===== config.mk =====
export PLATFORM = sky130hd
export DESIGN_NAME = memctl_event_select_counting
export DESIGN_NICKNAME = d
export VERILOG_FILES = /design/src/rtl/memctl_event_pkg.sv /design/src/rtl/event_counter.sv /design/src/rtl/memctl_event_select_counting.sv
export VERILOG_INCLUDE_DIRS = /design/src /design/src/rtl
export SDC_FILE = /design/constraint.sdc
export NUM_CORES = 1
export LEC_CHECK = 0
export ABC_AREA = 0
export BUFFER_PORTS_ARGS = -buffer_cell sky130_fd_sc_hd__clkbuf_2
export CAP_MARGIN = 20
export CORE_MARGIN = 1
export CORE_UTILIZATION = 55
export DETAILED_ROUTE_END_ITERATION = 6
export PLACE_DENSITY_LB_ADDON = 0.2
export SYNTH_ARGS = -nofsm -noshare
export SYNTH_HDL_FRONTEND = slang
export SYNTH_SLANG_ARGS = --single-unit

===== constraint.sdc =====
create_clock -name mclk -period 3.9 [get_ports mclk]
set_clock_uncertainty 0.15 [all_clocks]
set_input_delay 0.39 -clock mclk [delete_from_list [all_inputs] [get_ports mclk]]
set_output_delay 0.39 -clock mclk [all_outputs]
set_load 0.02 [all_outputs]

===== src/rtl/memctl_event_regs.svh =====
// Constants of the event selection and counting block.
// Assumes inclusion from the package and the design files by bare name.
//
// Summary of operation
// - Code 0x01 counts activates; mask bit 3 bypass only, b00001011 counts all.
// - Code 0x04 mask bit 0 counts read column commands without auto-precharge.
// - Code 0x04 mask bit 1 counts reads with auto-precharge (closed page only).
// - Mask bit 2 counts fill reads, bit 3 fill reads with precharge.
// - Mask bit 4 counts writes without auto-precharge, bit 5 with it.
// - Mask b00110000 counts all writes; b00111111 counts every column command.
// - Read column counting is never gated by write major mode.
// - Code 0x44 counts precharge-all commands, at most one per cycle.
// - Code 0x45 counts refreshes: bit 0 opportunistic, 1 panic, 2 high priority.
// - Codes 0x10 and 0x20 count read and write pending queue allocations.
// - Codes 0x11 and 0x21 count cycles with a non-empty read or write queue.
// - Codes 0x12, 0x15 and 0x22, 0x16 count per pseudo-channel queue full cycles.
// - Codes 0x80, 0x81 add read queue occupancy, up to 22 per cycle.
// - Codes 0x82, 0x83 add write queue occupancy, up to 40 per cycle.
// - Codes 0x23, 0x24 count write queue match hits for read and write lookups.
// - Codes 0x17 to 0x1a: read buffer inserts, not-empty, full, occupancy.
// - Code 0xd4 counts scoreboard rejects; 0xd5 adds occupancy, up to 128.
// - Codes 0x46, 0x86 count throttled cycles filtered by rank slot mask.
// - Codes 0xe0-0xe3 and 0xe4-0xe7: persistent queue occupancy, not-empty, full, inserts.
// - Code 0xd3 counts scoreboard tag checks.
// - Four programmable and one fixed counter, all 48 bits; programmable ones take any event, the fixed one counts DRAM clocks.
// - Counting runs on the DRAM clock.
`ifndef MEMCTL_EVENT_REGS_SVH
`define MEMCTL_EVENT_REGS_SVH

`define CNT_W 48
`define NUM_PROG 4
`define ADDR_W 8

// Register byte offsets
`define OFS_CTL0 8'h00
`define OFS_FIX_CTL 8'h10
`define OFS_CTR0_LO 8'h20
`define OFS_FIX_LO 8'h40
`define OFS_FIX_HI 8'h44

// Control register fields
`define CTL_CODE_LSB 0
`define CTL_MASK_LSB 8
`define CTL_CLR_BIT 19
`define CTL_EN_BIT 22
`define CTL_RESET 32'h00000000

// Event codes
`define EV_CLOCKTICKS 8'h00
`define EV_ACTIVATE 8'h01
`define EV_COLUMN 8'h04
`define EV_RPQ_INSERT 8'h10
`define EV_RPQ_NE 8'h11
`define EV_RPQ_FULL_PC0 8'h12
`define EV_RPQ_FULL_PC1 8'h15
`define EV_WPQ_FULL_PC1 8'h16
`define EV_RDB_INSERT 8'h17
`define EV_RDB_NE 8'h18
`define EV_RDB_FULL 8'h19
`define EV_RDB_OCC 8'h1A
`define EV_WPQ_INSERT 8'h20
`define EV_WPQ_NE 8'h21
`define EV_WPQ_FULL_PC0 8'h22
`define EV_WPQ_READ_HIT 8'h23
`define EV_WPQ_WRITE_HIT 8'h24
`define EV_PRE_ALL 8'h44
`define EV_REFRESH 8'h45
`define EV_THROTTLE 8'h46
`define EV_RPQ_OCC_PC0 8'h80
`define EV_RPQ_OCC_PC1 8'h81
`define EV_WPQ_OCC_PC0 8'h82
`define EV_WPQ_OCC_PC1 8'h83
`define EV_CRIT_THROTTLE 8'h86
`define EV_TAG_CHECK 8'hD3
`define EV_SB_REJECT 8'hD4
`define EV_SB_OCC 8'hD5
`define EV_PMM_RD_OCC 8'hE0
`define EV_PMM_RD_NE 8'hE1
`define EV_PMM_RD_FULL 8'hE2
`define EV_PMM_RD_INSERT 8'hE3
`define EV_PMM_WR_OCC 8'hE4
`define EV_PMM_WR_NE 8'hE5
`define EV_PMM_WR_FULL 8'hE6
`define EV_PMM_WR_INSERT 8'hE7

// Unit mask bit positions
`define UM_ACT_BYPASS 3
`define UM_RD 0
`define UM_RD_PRE 1
`define UM_FILL 2
`define UM_FILL_PRE 3
`define UM_WR 4
`define UM_WR_PRE 5
`define UM_REF_OPP 0
`define UM_REF_PANIC 1
`define UM_REF_HIGH 2

// AXI responses
`define RESP_OKAY 2'h0
`define RESP_SLVERR 2'h2

`endif


===== src/rtl/memctl_event_pkg.sv =====
// Types of the event selection and counting block.
// Assumes the constants header sits beside it.
`include "memctl_event_regs.svh"

package memctl_event_pkg;

   typedef struct packed {
      logic en;
      logic [7:0] umask;
      logic [7:0] code;
   } ctlField_t;

   typedef struct packed {
      logic awRdy;
      logic wRdy;
      logic awHave;
      logic wHave;
      logic bVld;
      logic [1:0] bResp;
      logic [`ADDR_W-1:0] awAddr;
      logic [31:0] wData;
      logic [3:0] wStrb;
      logic arRdy;
      logic rVld;
      logic [1:0] rResp;
      logic [31:0] rData;
      ctlField_t [`NUM_PROG-1:0] ctl;
      logic fixEn;
      logic [`NUM_PROG:0] clr;
   } evState_t;

   typedef struct packed {
      logic [`CNT_W-1:0] count;
   } cntState_t;

endpackage


===== src/rtl/event_counter.sv =====
// One 48-bit event counter that adds a per-cycle increment.
// Assumes its inputs are synchronous to the DRAM clock.
`timescale 1ns/1ps

module event_counter
   import memctl_event_pkg::*;
(
   input wire logic mclk,
   input wire logic rst,
   input wire logic enable,
   input wire logic clear,
   input wire logic [7:0] inc,
   output logic [`CNT_W-1:0] count
);

   cntState_t s_q;
   cntState_t s_d;

   always_comb begin
      s_d = s_q;
      // Clear wins over counting so software reads a clean zero
      if (clear) begin
         s_d.count = '0;
      end else if (enable) begin
         s_d.count = s_q.count + {{(`CNT_W-8){1'b0}}, inc};
      end
   end

   always_ff @(posedge mclk) begin
      if (rst) begin
         s_q <= '0;
      end else begin
         s_q <= s_d;
      end
   end

   assign count = s_q.count;

endmodule


===== src/rtl/memctl_event_select_counting.sv =====
// Event selection and counting for one memory channel's performance monitor.
// Assumes inputs synchronous to mclk and one bus write and read in flight at most.
//
// The AXI4-Lite slave port and the register addresses were left to the implementer.
`timescale 1ns/1ps

module memctl_event_select_counting
   import memctl_event_pkg::*;
(
   input wire logic mclk,
   input wire logic rst,
   // AXI4-Lite slave
   input wire logic [`ADDR_W-1:0] awaddr,
   input wire logic awvalid,
   output logic awready,
   input wire logic [31:0] wdata,
   input wire logic [3:0] wstrb,
   input wire logic wvalid,
   output logic wready,
   output logic [1:0] bresp,
   output logic bvalid,
   input wire logic bready,
   input wire logic [`ADDR_W-1:0] araddr,
   input wire logic arvalid,
   output logic arready,
   output logic [31:0] rdata,
   output logic [1:0] rresp,
   output logic rvalid,
   input wire logic rready,
   // Command strobes from the scheduler
   input wire logic actIssue,
   input wire logic actBypass,
   input wire logic rdCas,
   input wire logic rdCasPre,
   input wire logic rdFill,
   input wire logic rdFillPre,
   input wire logic wrCas,
   input wire logic wrCasPre,
   input wire logic preAll,
   input wire logic refOpp,
   input wire logic refPanic,
   input wire logic refHigh,
   // Pending queues
   input wire logic rpqInsert,
   input wire logic [4:0] rpqOcc0,
   input wire logic [4:0] rpqOcc1,
   input wire logic rpqFull0,
   input wire logic rpqFull1,
   input wire logic wpqInsert,
   input wire logic [5:0] wpqOcc0,
   input wire logic [5:0] wpqOcc1,
   input wire logic wpqFull0,
   input wire logic wpqFull1,
   input wire logic wpqReadHit,
   input wire logic wpqWriteHit,
   // Read data buffer
   input wire logic rdbInsert,
   input wire logic rdbNotEmpty,
   input wire logic rdbFull,
   input wire logic rdbOccStep,
   // Scoreboard
   input wire logic sbTagCheck,
   input wire logic sbReject,
   input wire logic [7:0] sbOcc,
   // Throttling per rank slot
   input wire logic [1:0] throttleSlot,
   input wire logic [1:0] critThrottleSlot,
   // Persistent memory queues
   input wire logic [7:0] pmmRdOcc,
   input wire logic pmmRdFull,
   input wire logic pmmRdInsert,
   input wire logic [7:0] pmmWrOcc,
   input wire logic pmmWrFull,
   input wire logic pmmWrInsert
);

   ////////////////////////////////////////////////////////////////////////////
   // State

   evState_t s_q;
   evState_t s_d;
   logic [`CNT_W-1:0] cnt [`NUM_PROG:0];
   logic [7:0] inc [`NUM_PROG:0];
   logic [`NUM_PROG:0] cntEn;

   ////////////////////////////////////////////////////////////////////////////
   // Event selection

   function automatic logic [7:0] one(input logic b);
      one = {7'h00, b};
   endfunction

   function automatic logic [7:0] eventInc(input logic [7:0] code, input logic [7:0] um);
      eventInc = 8'h00;
      case (code)
         `EV_CLOCKTICKS: eventInc = 8'h01;
         `EV_ACTIVATE: eventInc = one(actIssue
            & ((um[`UM_ACT_BYPASS] & actBypass) | ((um[0] | um[1]) & ~actBypass)));
         // No major-mode input: reads count in either mode
         `EV_COLUMN: eventInc = one((um[`UM_RD] & rdCas)
            | (um[`UM_RD_PRE] & rdCasPre)
            | (um[`UM_FILL] & rdFill) | (um[`UM_FILL_PRE] & rdFillPre)
            | (um[`UM_WR] & wrCas) | (um[`UM_WR_PRE] & wrCasPre));
         `EV_PRE_ALL: eventInc = one(preAll);
         `EV_REFRESH: eventInc = one((um[`UM_REF_OPP] & refOpp)
            | (um[`UM_REF_PANIC] & refPanic) | (um[`UM_REF_HIGH] & refHigh));
         `EV_RPQ_INSERT: eventInc = one(rpqInsert);
         `EV_WPQ_INSERT: eventInc = one(wpqInsert);
         `EV_RPQ_NE: eventInc = one((|rpqOcc0) | (|rpqOcc1));
         `EV_WPQ_NE: eventInc = one((|wpqOcc0) | (|wpqOcc1));
         `EV_RPQ_FULL_PC0: eventInc = one(rpqFull0);
         `EV_RPQ_FULL_PC1: eventInc = one(rpqFull1);
         `EV_WPQ_FULL_PC0: eventInc = one(wpqFull0);
         `EV_WPQ_FULL_PC1: eventInc = one(wpqFull1);
         `EV_RPQ_OCC_PC0: eventInc = {3'h0, rpqOcc0};
         `EV_RPQ_OCC_PC1: eventInc = {3'h0, rpqOcc1};
         `EV_WPQ_OCC_PC0: eventInc = {2'h0, wpqOcc0};
         `EV_WPQ_OCC_PC1: eventInc = {2'h0, wpqOcc1};
         `EV_WPQ_READ_HIT: eventInc = one(wpqReadHit);
         `EV_WPQ_WRITE_HIT: eventInc = one(wpqWriteHit);
         `EV_RDB_INSERT: eventInc = one(rdbInsert);
         `EV_RDB_NE: eventInc = one(rdbNotEmpty);
         `EV_RDB_FULL: eventInc = one(rdbFull);
         `EV_RDB_OCC: eventInc = one(rdbOccStep);
         `EV_SB_REJECT: eventInc = one(sbReject);
         `EV_SB_OCC: eventInc = sbOcc;
         // Several slots throttled at once still add only one
         `EV_THROTTLE: eventInc = one(|(um[1:0] & throttleSlot));
         `EV_CRIT_THROTTLE: eventInc = one(|(um[1:0] & critThrottleSlot));
         `EV_PMM_RD_OCC: eventInc = pmmRdOcc;
         `EV_PMM_RD_NE: eventInc = one(|pmmRdOcc);
         `EV_PMM_RD_FULL: eventInc = one(pmmRdFull);
         `EV_PMM_RD_INSERT: eventInc = one(pmmRdInsert);
         `EV_PMM_WR_OCC: eventInc = pmmWrOcc;
         `EV_PMM_WR_NE: eventInc = one(|pmmWrOcc);
         `EV_PMM_WR_FULL: eventInc = one(pmmWrFull);
         `EV_PMM_WR_INSERT: eventInc = one(pmmWrInsert);
         `EV_TAG_CHECK: eventInc = one(sbTagCheck);
         default: eventInc = 8'h00;
      endcase
   endfunction

   ////////////////////////////////////////////////////////////////////////////
   // Counters

   always_comb begin
      for (int i = 0; i < `NUM_PROG; i++) begin
         inc[i] = eventInc(s_q.ctl[i].code, s_q.ctl[i].umask);
         cntEn[i] = s_q.ctl[i].en;
      end
      // Fixed counter always counts DRAM clocks
      inc[`NUM_PROG] = 8'h01;
      cntEn[`NUM_PROG] = s_q.fixEn;
   end

   genvar g;
   generate
      for (g = 0; g <= `NUM_PROG; g++) begin : gCnt
         event_counter uCnt (
            .mclk(mclk),
            .rst(rst),
            .enable(cntEn[g]),
            .clear(s_q.clr[g]),
            .inc(inc[g]),
            .count(cnt[g])
         );
      end
   endgenerate

   ////////////////////////////////////////////////////////////////////////////
   // Register read decode

   function automatic logic [31:0] ctlWord(input ctlField_t c);
      ctlWord = `CTL_RESET;
      ctlWord[`CTL_CODE_LSB +: 8] = c.code;
      ctlWord[`CTL_MASK_LSB +: 8] = c.umask;
      ctlWord[`CTL_EN_BIT] = c.en;
   endfunction

   // Answers {hit, data}; counter high words carry bits 47:32 in the low half
   function automatic logic [32:0] readWord(input logic [`ADDR_W-1:0] a);
      readWord = {1'b0, 32'h00000000};
      for (int i = 0; i < `NUM_PROG; i++) begin
         if (a == (`OFS_CTL0 + 8'(4 * i))) begin
            readWord = {1'b1, ctlWord(s_q.ctl[i])};
         end
         if (a == (`OFS_CTR0_LO + 8'(8 * i))) begin
            readWord = {1'b1, cnt[i][31:0]};
         end
         if (a == (`OFS_CTR0_LO + 8'(8 * i + 4))) begin
            readWord = {1'b1, 16'h0000, cnt[i][`CNT_W-1:32]};
         end
      end
      if (a == `OFS_FIX_CTL) begin
         readWord = {1'b1, 9'h000, s_q.fixEn, 22'h000000};
      end
      if (a == `OFS_FIX_LO) begin
         readWord = {1'b1, cnt[`NUM_PROG][31:0]};
      end
      if (a == `OFS_FIX_HI) begin
         readWord = {1'b1, 16'h0000, cnt[`NUM_PROG][`CNT_W-1:32]};
      end
   endfunction

   // A read-only address is still mapped, so only truly unknown ones fail
   function automatic logic mapped(input logic [`ADDR_W-1:0] a);
      mapped = readWord(a)[32];
   endfunction

   ////////////////////////////////////////////////////////////////////////////
   // Next state

   always_comb begin
      logic [31:0] wd;
      wd = s_q.wData;
      s_d = s_q;
      // Clears pulse one cycle
      s_d.clr = '0;

      if (awvalid && s_q.awRdy) begin
         s_d.awAddr = awaddr;
         s_d.awHave = 1'b1;
         s_d.awRdy = 1'b0;
      end
      if (wvalid && s_q.wRdy) begin
         s_d.wData = wdata;
         s_d.wStrb = wstrb;
         s_d.wHave = 1'b1;
         s_d.wRdy = 1'b0;
      end

      // Apply once address and data are held
      if (s_q.awHave && s_q.wHave && !s_q.bVld) begin
         s_d.awHave = 1'b0;
         s_d.wHave = 1'b0;
         s_d.bVld = 1'b1;
         s_d.bResp = mapped(s_q.awAddr) ? `RESP_OKAY : `RESP_SLVERR;
         for (int i = 0; i < `NUM_PROG; i++) begin
            if (s_q.awAddr == (`OFS_CTL0 + 8'(4 * i))) begin
               if (s_q.wStrb[0]) begin
                  s_d.ctl[i].code = wd[`CTL_CODE_LSB +: 8];
               end
               if (s_q.wStrb[1]) begin
                  s_d.ctl[i].umask = wd[`CTL_MASK_LSB +: 8];
               end
               if (s_q.wStrb[2]) begin
                  s_d.ctl[i].en = wd[`CTL_EN_BIT];
                  s_d.clr[i] = wd[`CTL_CLR_BIT];
               end
            end
         end
         if (s_q.awAddr == `OFS_FIX_CTL && s_q.wStrb[2]) begin
            s_d.fixEn = wd[`CTL_EN_BIT];
            s_d.clr[`NUM_PROG] = wd[`CTL_CLR_BIT];
         end
      end

      if (s_q.bVld && bready) begin
         s_d.bVld = 1'b0;
         s_d.awRdy = 1'b1;
         s_d.wRdy = 1'b1;
      end

      // Read data is sampled at acceptance, so a count is a single snapshot
      if (arvalid && s_q.arRdy) begin
         s_d.arRdy = 1'b0;
         s_d.rVld = 1'b1;
         s_d.rData = readWord(araddr)[31:0];
         s_d.rResp = mapped(araddr) ? `RESP_OKAY : `RESP_SLVERR;
      end
      if (s_q.rVld && rready) begin
         s_d.rVld = 1'b0;
         s_d.arRdy = 1'b1;
      end
   end

   always_ff @(posedge mclk) begin
      if (rst) begin
         s_q <= '0;
         s_q.awRdy <= 1'b1;
         s_q.wRdy <= 1'b1;
         s_q.arRdy <= 1'b1;
      end else begin
         s_q <= s_d;
      end
   end

   ////////////////////////////////////////////////////////////////////////////
   // Outputs

   assign awready = s_q.awRdy;
   assign wready = s_q.wRdy;
   assign bvalid = s_q.bVld;
   assign bresp = s_q.bResp;
   assign arready = s_q.arRdy;
   assign rvalid = s_q.rVld;
   assign rdata = s_q.rData;
   assign rresp = s_q.rResp;

endmodule


==> results.tsv <==
metric	value	unit
outcome	finished with violations	
violations	DRC	
htree_levels	2	
grt_pass1_vias	24200	
vdd_drop_max	0.000331	V
chipHeight	208	µm
root_buffer	clkbuf_16	
critPathKind	flop to flop	
drt-initial-drc-count	3494	
route.detailed.drc	7	
path_max_fanout	9	
synth_cell_types	94	
final_hold_viol_count	0	
io_buffers	162	
row_count	75	
fmax	0.257	GHz
track_usage	42.4	%
drive_gt1_share	20.6	%
finalCritPeriodShare	99.8	%
slew-limit-headroom	30.8	%
layout_min_cycle_time	3.89	ns
grt_max_degree	65	
wl	95700	µm
rr_endpoint	gCnt[1].uCnt.count[45]	
rrSetupSlack	0.008	ns
worst_slew_pin_slew	1.04	ns
synth_flop_cell	dfxtp_1	
clockBufferDepth	3	
cts_buffers	44	
post_drt_wl_per_cell	24.6	µm
p_comb_share	7.7	%
numClockSinks	384	
rsz0062_at_grt	yes	
drv_cap	0	
syn_to_final_growth	21.9	%
ys_async_sr_fraction	0	%
pwr-share-seq	45.8	%
grt_pass1_wl	142000	µm
min_from	awvalid	
synth-edff-count	0	
yosysWarnings	0	
avgSynthCellArea	7.76	µm²
stdcell_count	3890	
vias_per_cell	6.69	
switching_share	25.1	%
powerDensity	308	mW/mm²
crit_arrival	4.23	ns
nNetsFinal	3494	
leakagePower	10.3	nW
regToRegStartpoint	s_q[25]	
grt_overflow	0	
p_sw	0.00220	W
cts_tree	built	
critPathSlowestCell	dfxtp_1	
p_int	0.00655	W
clkPwrFrac	46.4	%
antenna_found_initial	3	
start_util	55.6	%
post-place-cells	3765	
final_cell_area	0.0284	mm²
syn_inst	3001	
nFillCells	3471	
yosysSeqAreaShare	33.0	%
die-area	0.0432	mm²
vias	26000	
insertion_delay	0.58	ns
placed_area	0.0260	mm²
firstDrtPassIters	7	
dp_hpwl	71800	µm
critPathRequiredTime	4.24	ns
crit_path_start_kind	flop	
min_path_type	input port to flop	
clk_pin_slew	0.06	ns
finalPower	0.00875	W
io_pins	180	
coreArea	0.0419	mm²
fin_util	67.8	%
cp_common_cell	buf_4	
antenna_left	0	
finalSetupViolations	0	
final-max-slew-violation-count	0	
place.gp.congestion	1.07	
whs_path_depth	2	
syn_area	0.0233	mm²
die_w	208	µm
cp_slowest_stage_delay	0.58	ns
holdPathEnd	awready	
hold_slack	0.0427	ns
crit_chain	buf_4 > nand2b_1 > buf_4 > nor4_1 > buf_4 > a22oi_1 > nand3_1 > ha_4 > o21a_1 > o2111a_1 > a21oi_2 > or4_4 > or4_1 > a21oi_1	
reg2reg_depth	14	
ys_ff_latch	384	
crit_path_end_kind	flop	
Yosys cell counts (9+ instances only):
cell type,count,share of area [%]
nor3_1,85,1.8
inv_1,55,0.89
nand2b_1,16,0.43
nand4_1,75,2.0
nor4b_1,12,0.45
a221oi_1,20,0.75
and2_1,14,0.38
nand3b_1,10,0.32
o21ai_0,162,3.5
o22ai_1,24,0.64
nor2b_1,26,0.70
buf_4,36,1.2
or4b_2,9,0.39
or3_1,47,1.3
buf_2,23,0.49
clkbuf_1,149,2.4
a222oi_1,50,2.1
nor4_1,67,1.8
dfxtp_1,384,33
a22o_1,11,0.41
a211oi_1,41,1.3
nand2_1,277,4.5
or2_2,14,0.38
mux2i_1,78,3.4
or4_1,16,0.52
xnor2_1,126,4.7
a22oi_1,54,1.7
a21o_1,11,0.35
and3_1,43,1.2
a21oi_1,201,4.3
nor2_1,400,6.4
o21a_1,9,0.29
xor2_1,60,2.3
a31oi_1,15,0.40
and4_1,21,0.79
ha_1,33,1.8
buf_1,13,0.21
nor3b_1,9,0.29
o211ai_1,18,0.58
nand3_1,126,2.7
a2111oi_0,14,0.53
kinds of logic (layout without fill, tap and decap cells):
kind of cell,after synthesis,count (layout),share of synthesized area (%)
compound gates,710,710,20.0
xor+xnor,186,186,7.00
fa+ha+maj,37,37,2.12
buf+inv,277,623,5.17
flops,384,384,33.0
mux,92,92,4.32
other cells,1,4,0.0161
simple gates,1314,1315,28.4
per-stage QoR:
| stage | TNS, ns | worst slack, ns |
|---|---|---|
| 2_1_floorplan | 0 | 0.0194 |
| 3_3_place_gp | -13.32 | -0.332 |
| 3_5_place_dp | -20.43 | -0.420 |
| 4_1_cts | 0 | 0.00180 |
| 5_1_grt | -0.219 | -0.0595 |
| 6_report | 0 | 0.00828 |
metal layers:
metal  track usage (%)  vias to the layer above  part of all wire (%)
met5                 0                        -                0.0094
met4              25.9                        2                   6.9
met2              68.1                     1672                    45
met1              52.6                    12400                    38
li1                  -                    11600                     -
met3              8.28                      359                    10
registers in the layout, indices dropped and copies added, names as in the netlist:
name	count
gCnt.uCnt.count	240
s_q	100
rdata	32
cntEn	5
arready	1
awready	1
bresp	1
bvalid	1
rresp	1
rvalid	1
wready	1
layout make-up:
cell class,instances,area [µm²],share of cell area (%)
inverters,56,214,0.754
multi-input cells,2342,15000,52.7
flip-flops and latches,384,7700,27.1
diodes,2,5.00,0.0176
clock inverters,11,90.1,0.317
well taps,539,674,2.38
clock buffers,66,1330,4.67
repair buffers,490,3420,12.1
critical path: cells and delay by family (launching register included):
| family | cells | cell delay (ns) |
|---|---|---|
| AOI/OAI and AO/OA | 5 | 0.80 |
| adders and majority gates | 1 | 0.17 |
| buffers and inverters | 3 | 0.58 |
| DFF | 1 | 0.58 |
| and+or+nand+nor | 5 | 1.53 |
worst max-delay path by stage:
| stage | endpoint | from | slack, ns | depth (start not counted) |
|---|---|---|---|---|
| after detailed placement | gCnt[0].uCnt.count[26] | wpqOcc1[5] | -0.42 | 16 |
| after global routing | gCnt[1].uCnt.count[39] | s_q[25] | -0.06 | 16 |
| after CTS | gCnt[3].uCnt.count[44] | s_q[57] | 0.002 | 16 |
| after floorplan | gCnt[1].uCnt.count[32] | s_q[23] | 0.02 | 17 |
| final | gCnt[1].uCnt.count[45] | s_q[25] | 0.008 | 14 |
| after global placement | gCnt[0].uCnt.count[36] | wpqOcc1[5] | -0.33 | 16 |
what timing repair did:
action	in CTS	in global routing
gates resized for setup	27	111
setup endpoints to repair	82	147
pin swaps	12	52
hold buffers	34	0
buffers inserted	2	10
endpoints found under the hold margin	34	0
cloned	1	1
cell usage in the layout (no fill, tap or decap), types with 39 or more instances in the layout:
| cell | n |
|---|---|
| a21oi_1 | 194 |
| a222oi_1 | 50 |
| a22oi_1 | 54 |
| and3_1 | 39 |
| buf_4 | 286 |
| clkbuf_16 | 46 |
| clkbuf_2 | 161 |
| dfxtp_1 | 374 |
| inv_1 | 55 |
| mux2i_1 | 78 |
| nand2_1 | 277 |
| nand3_1 | 119 |
| nand4_1 | 75 |
| nor2_1 | 391 |
| nor3_1 | 84 |
| nor4_1 | 45 |
| o21ai_0 | 154 |
| or3_1 | 43 |
| xnor2_1 | 126 |
| xor2_1 | 60 |
power groups by stage:
stage	Sequential [W]	Combinational, W	Clock [W]
6_report	0.00401	0.000677	0.00406
5_1_grt	0.00401	0.000712	0.00423
3_5_place_dp	0.00409	0.000619	0
3_3_place_gp	0.00409	0.000609	0
2_1_floorplan	0.00408	0.000337	0
4_1_cts	0.00401	0.000650	0.00407
(Power assumes the default switching activity.)
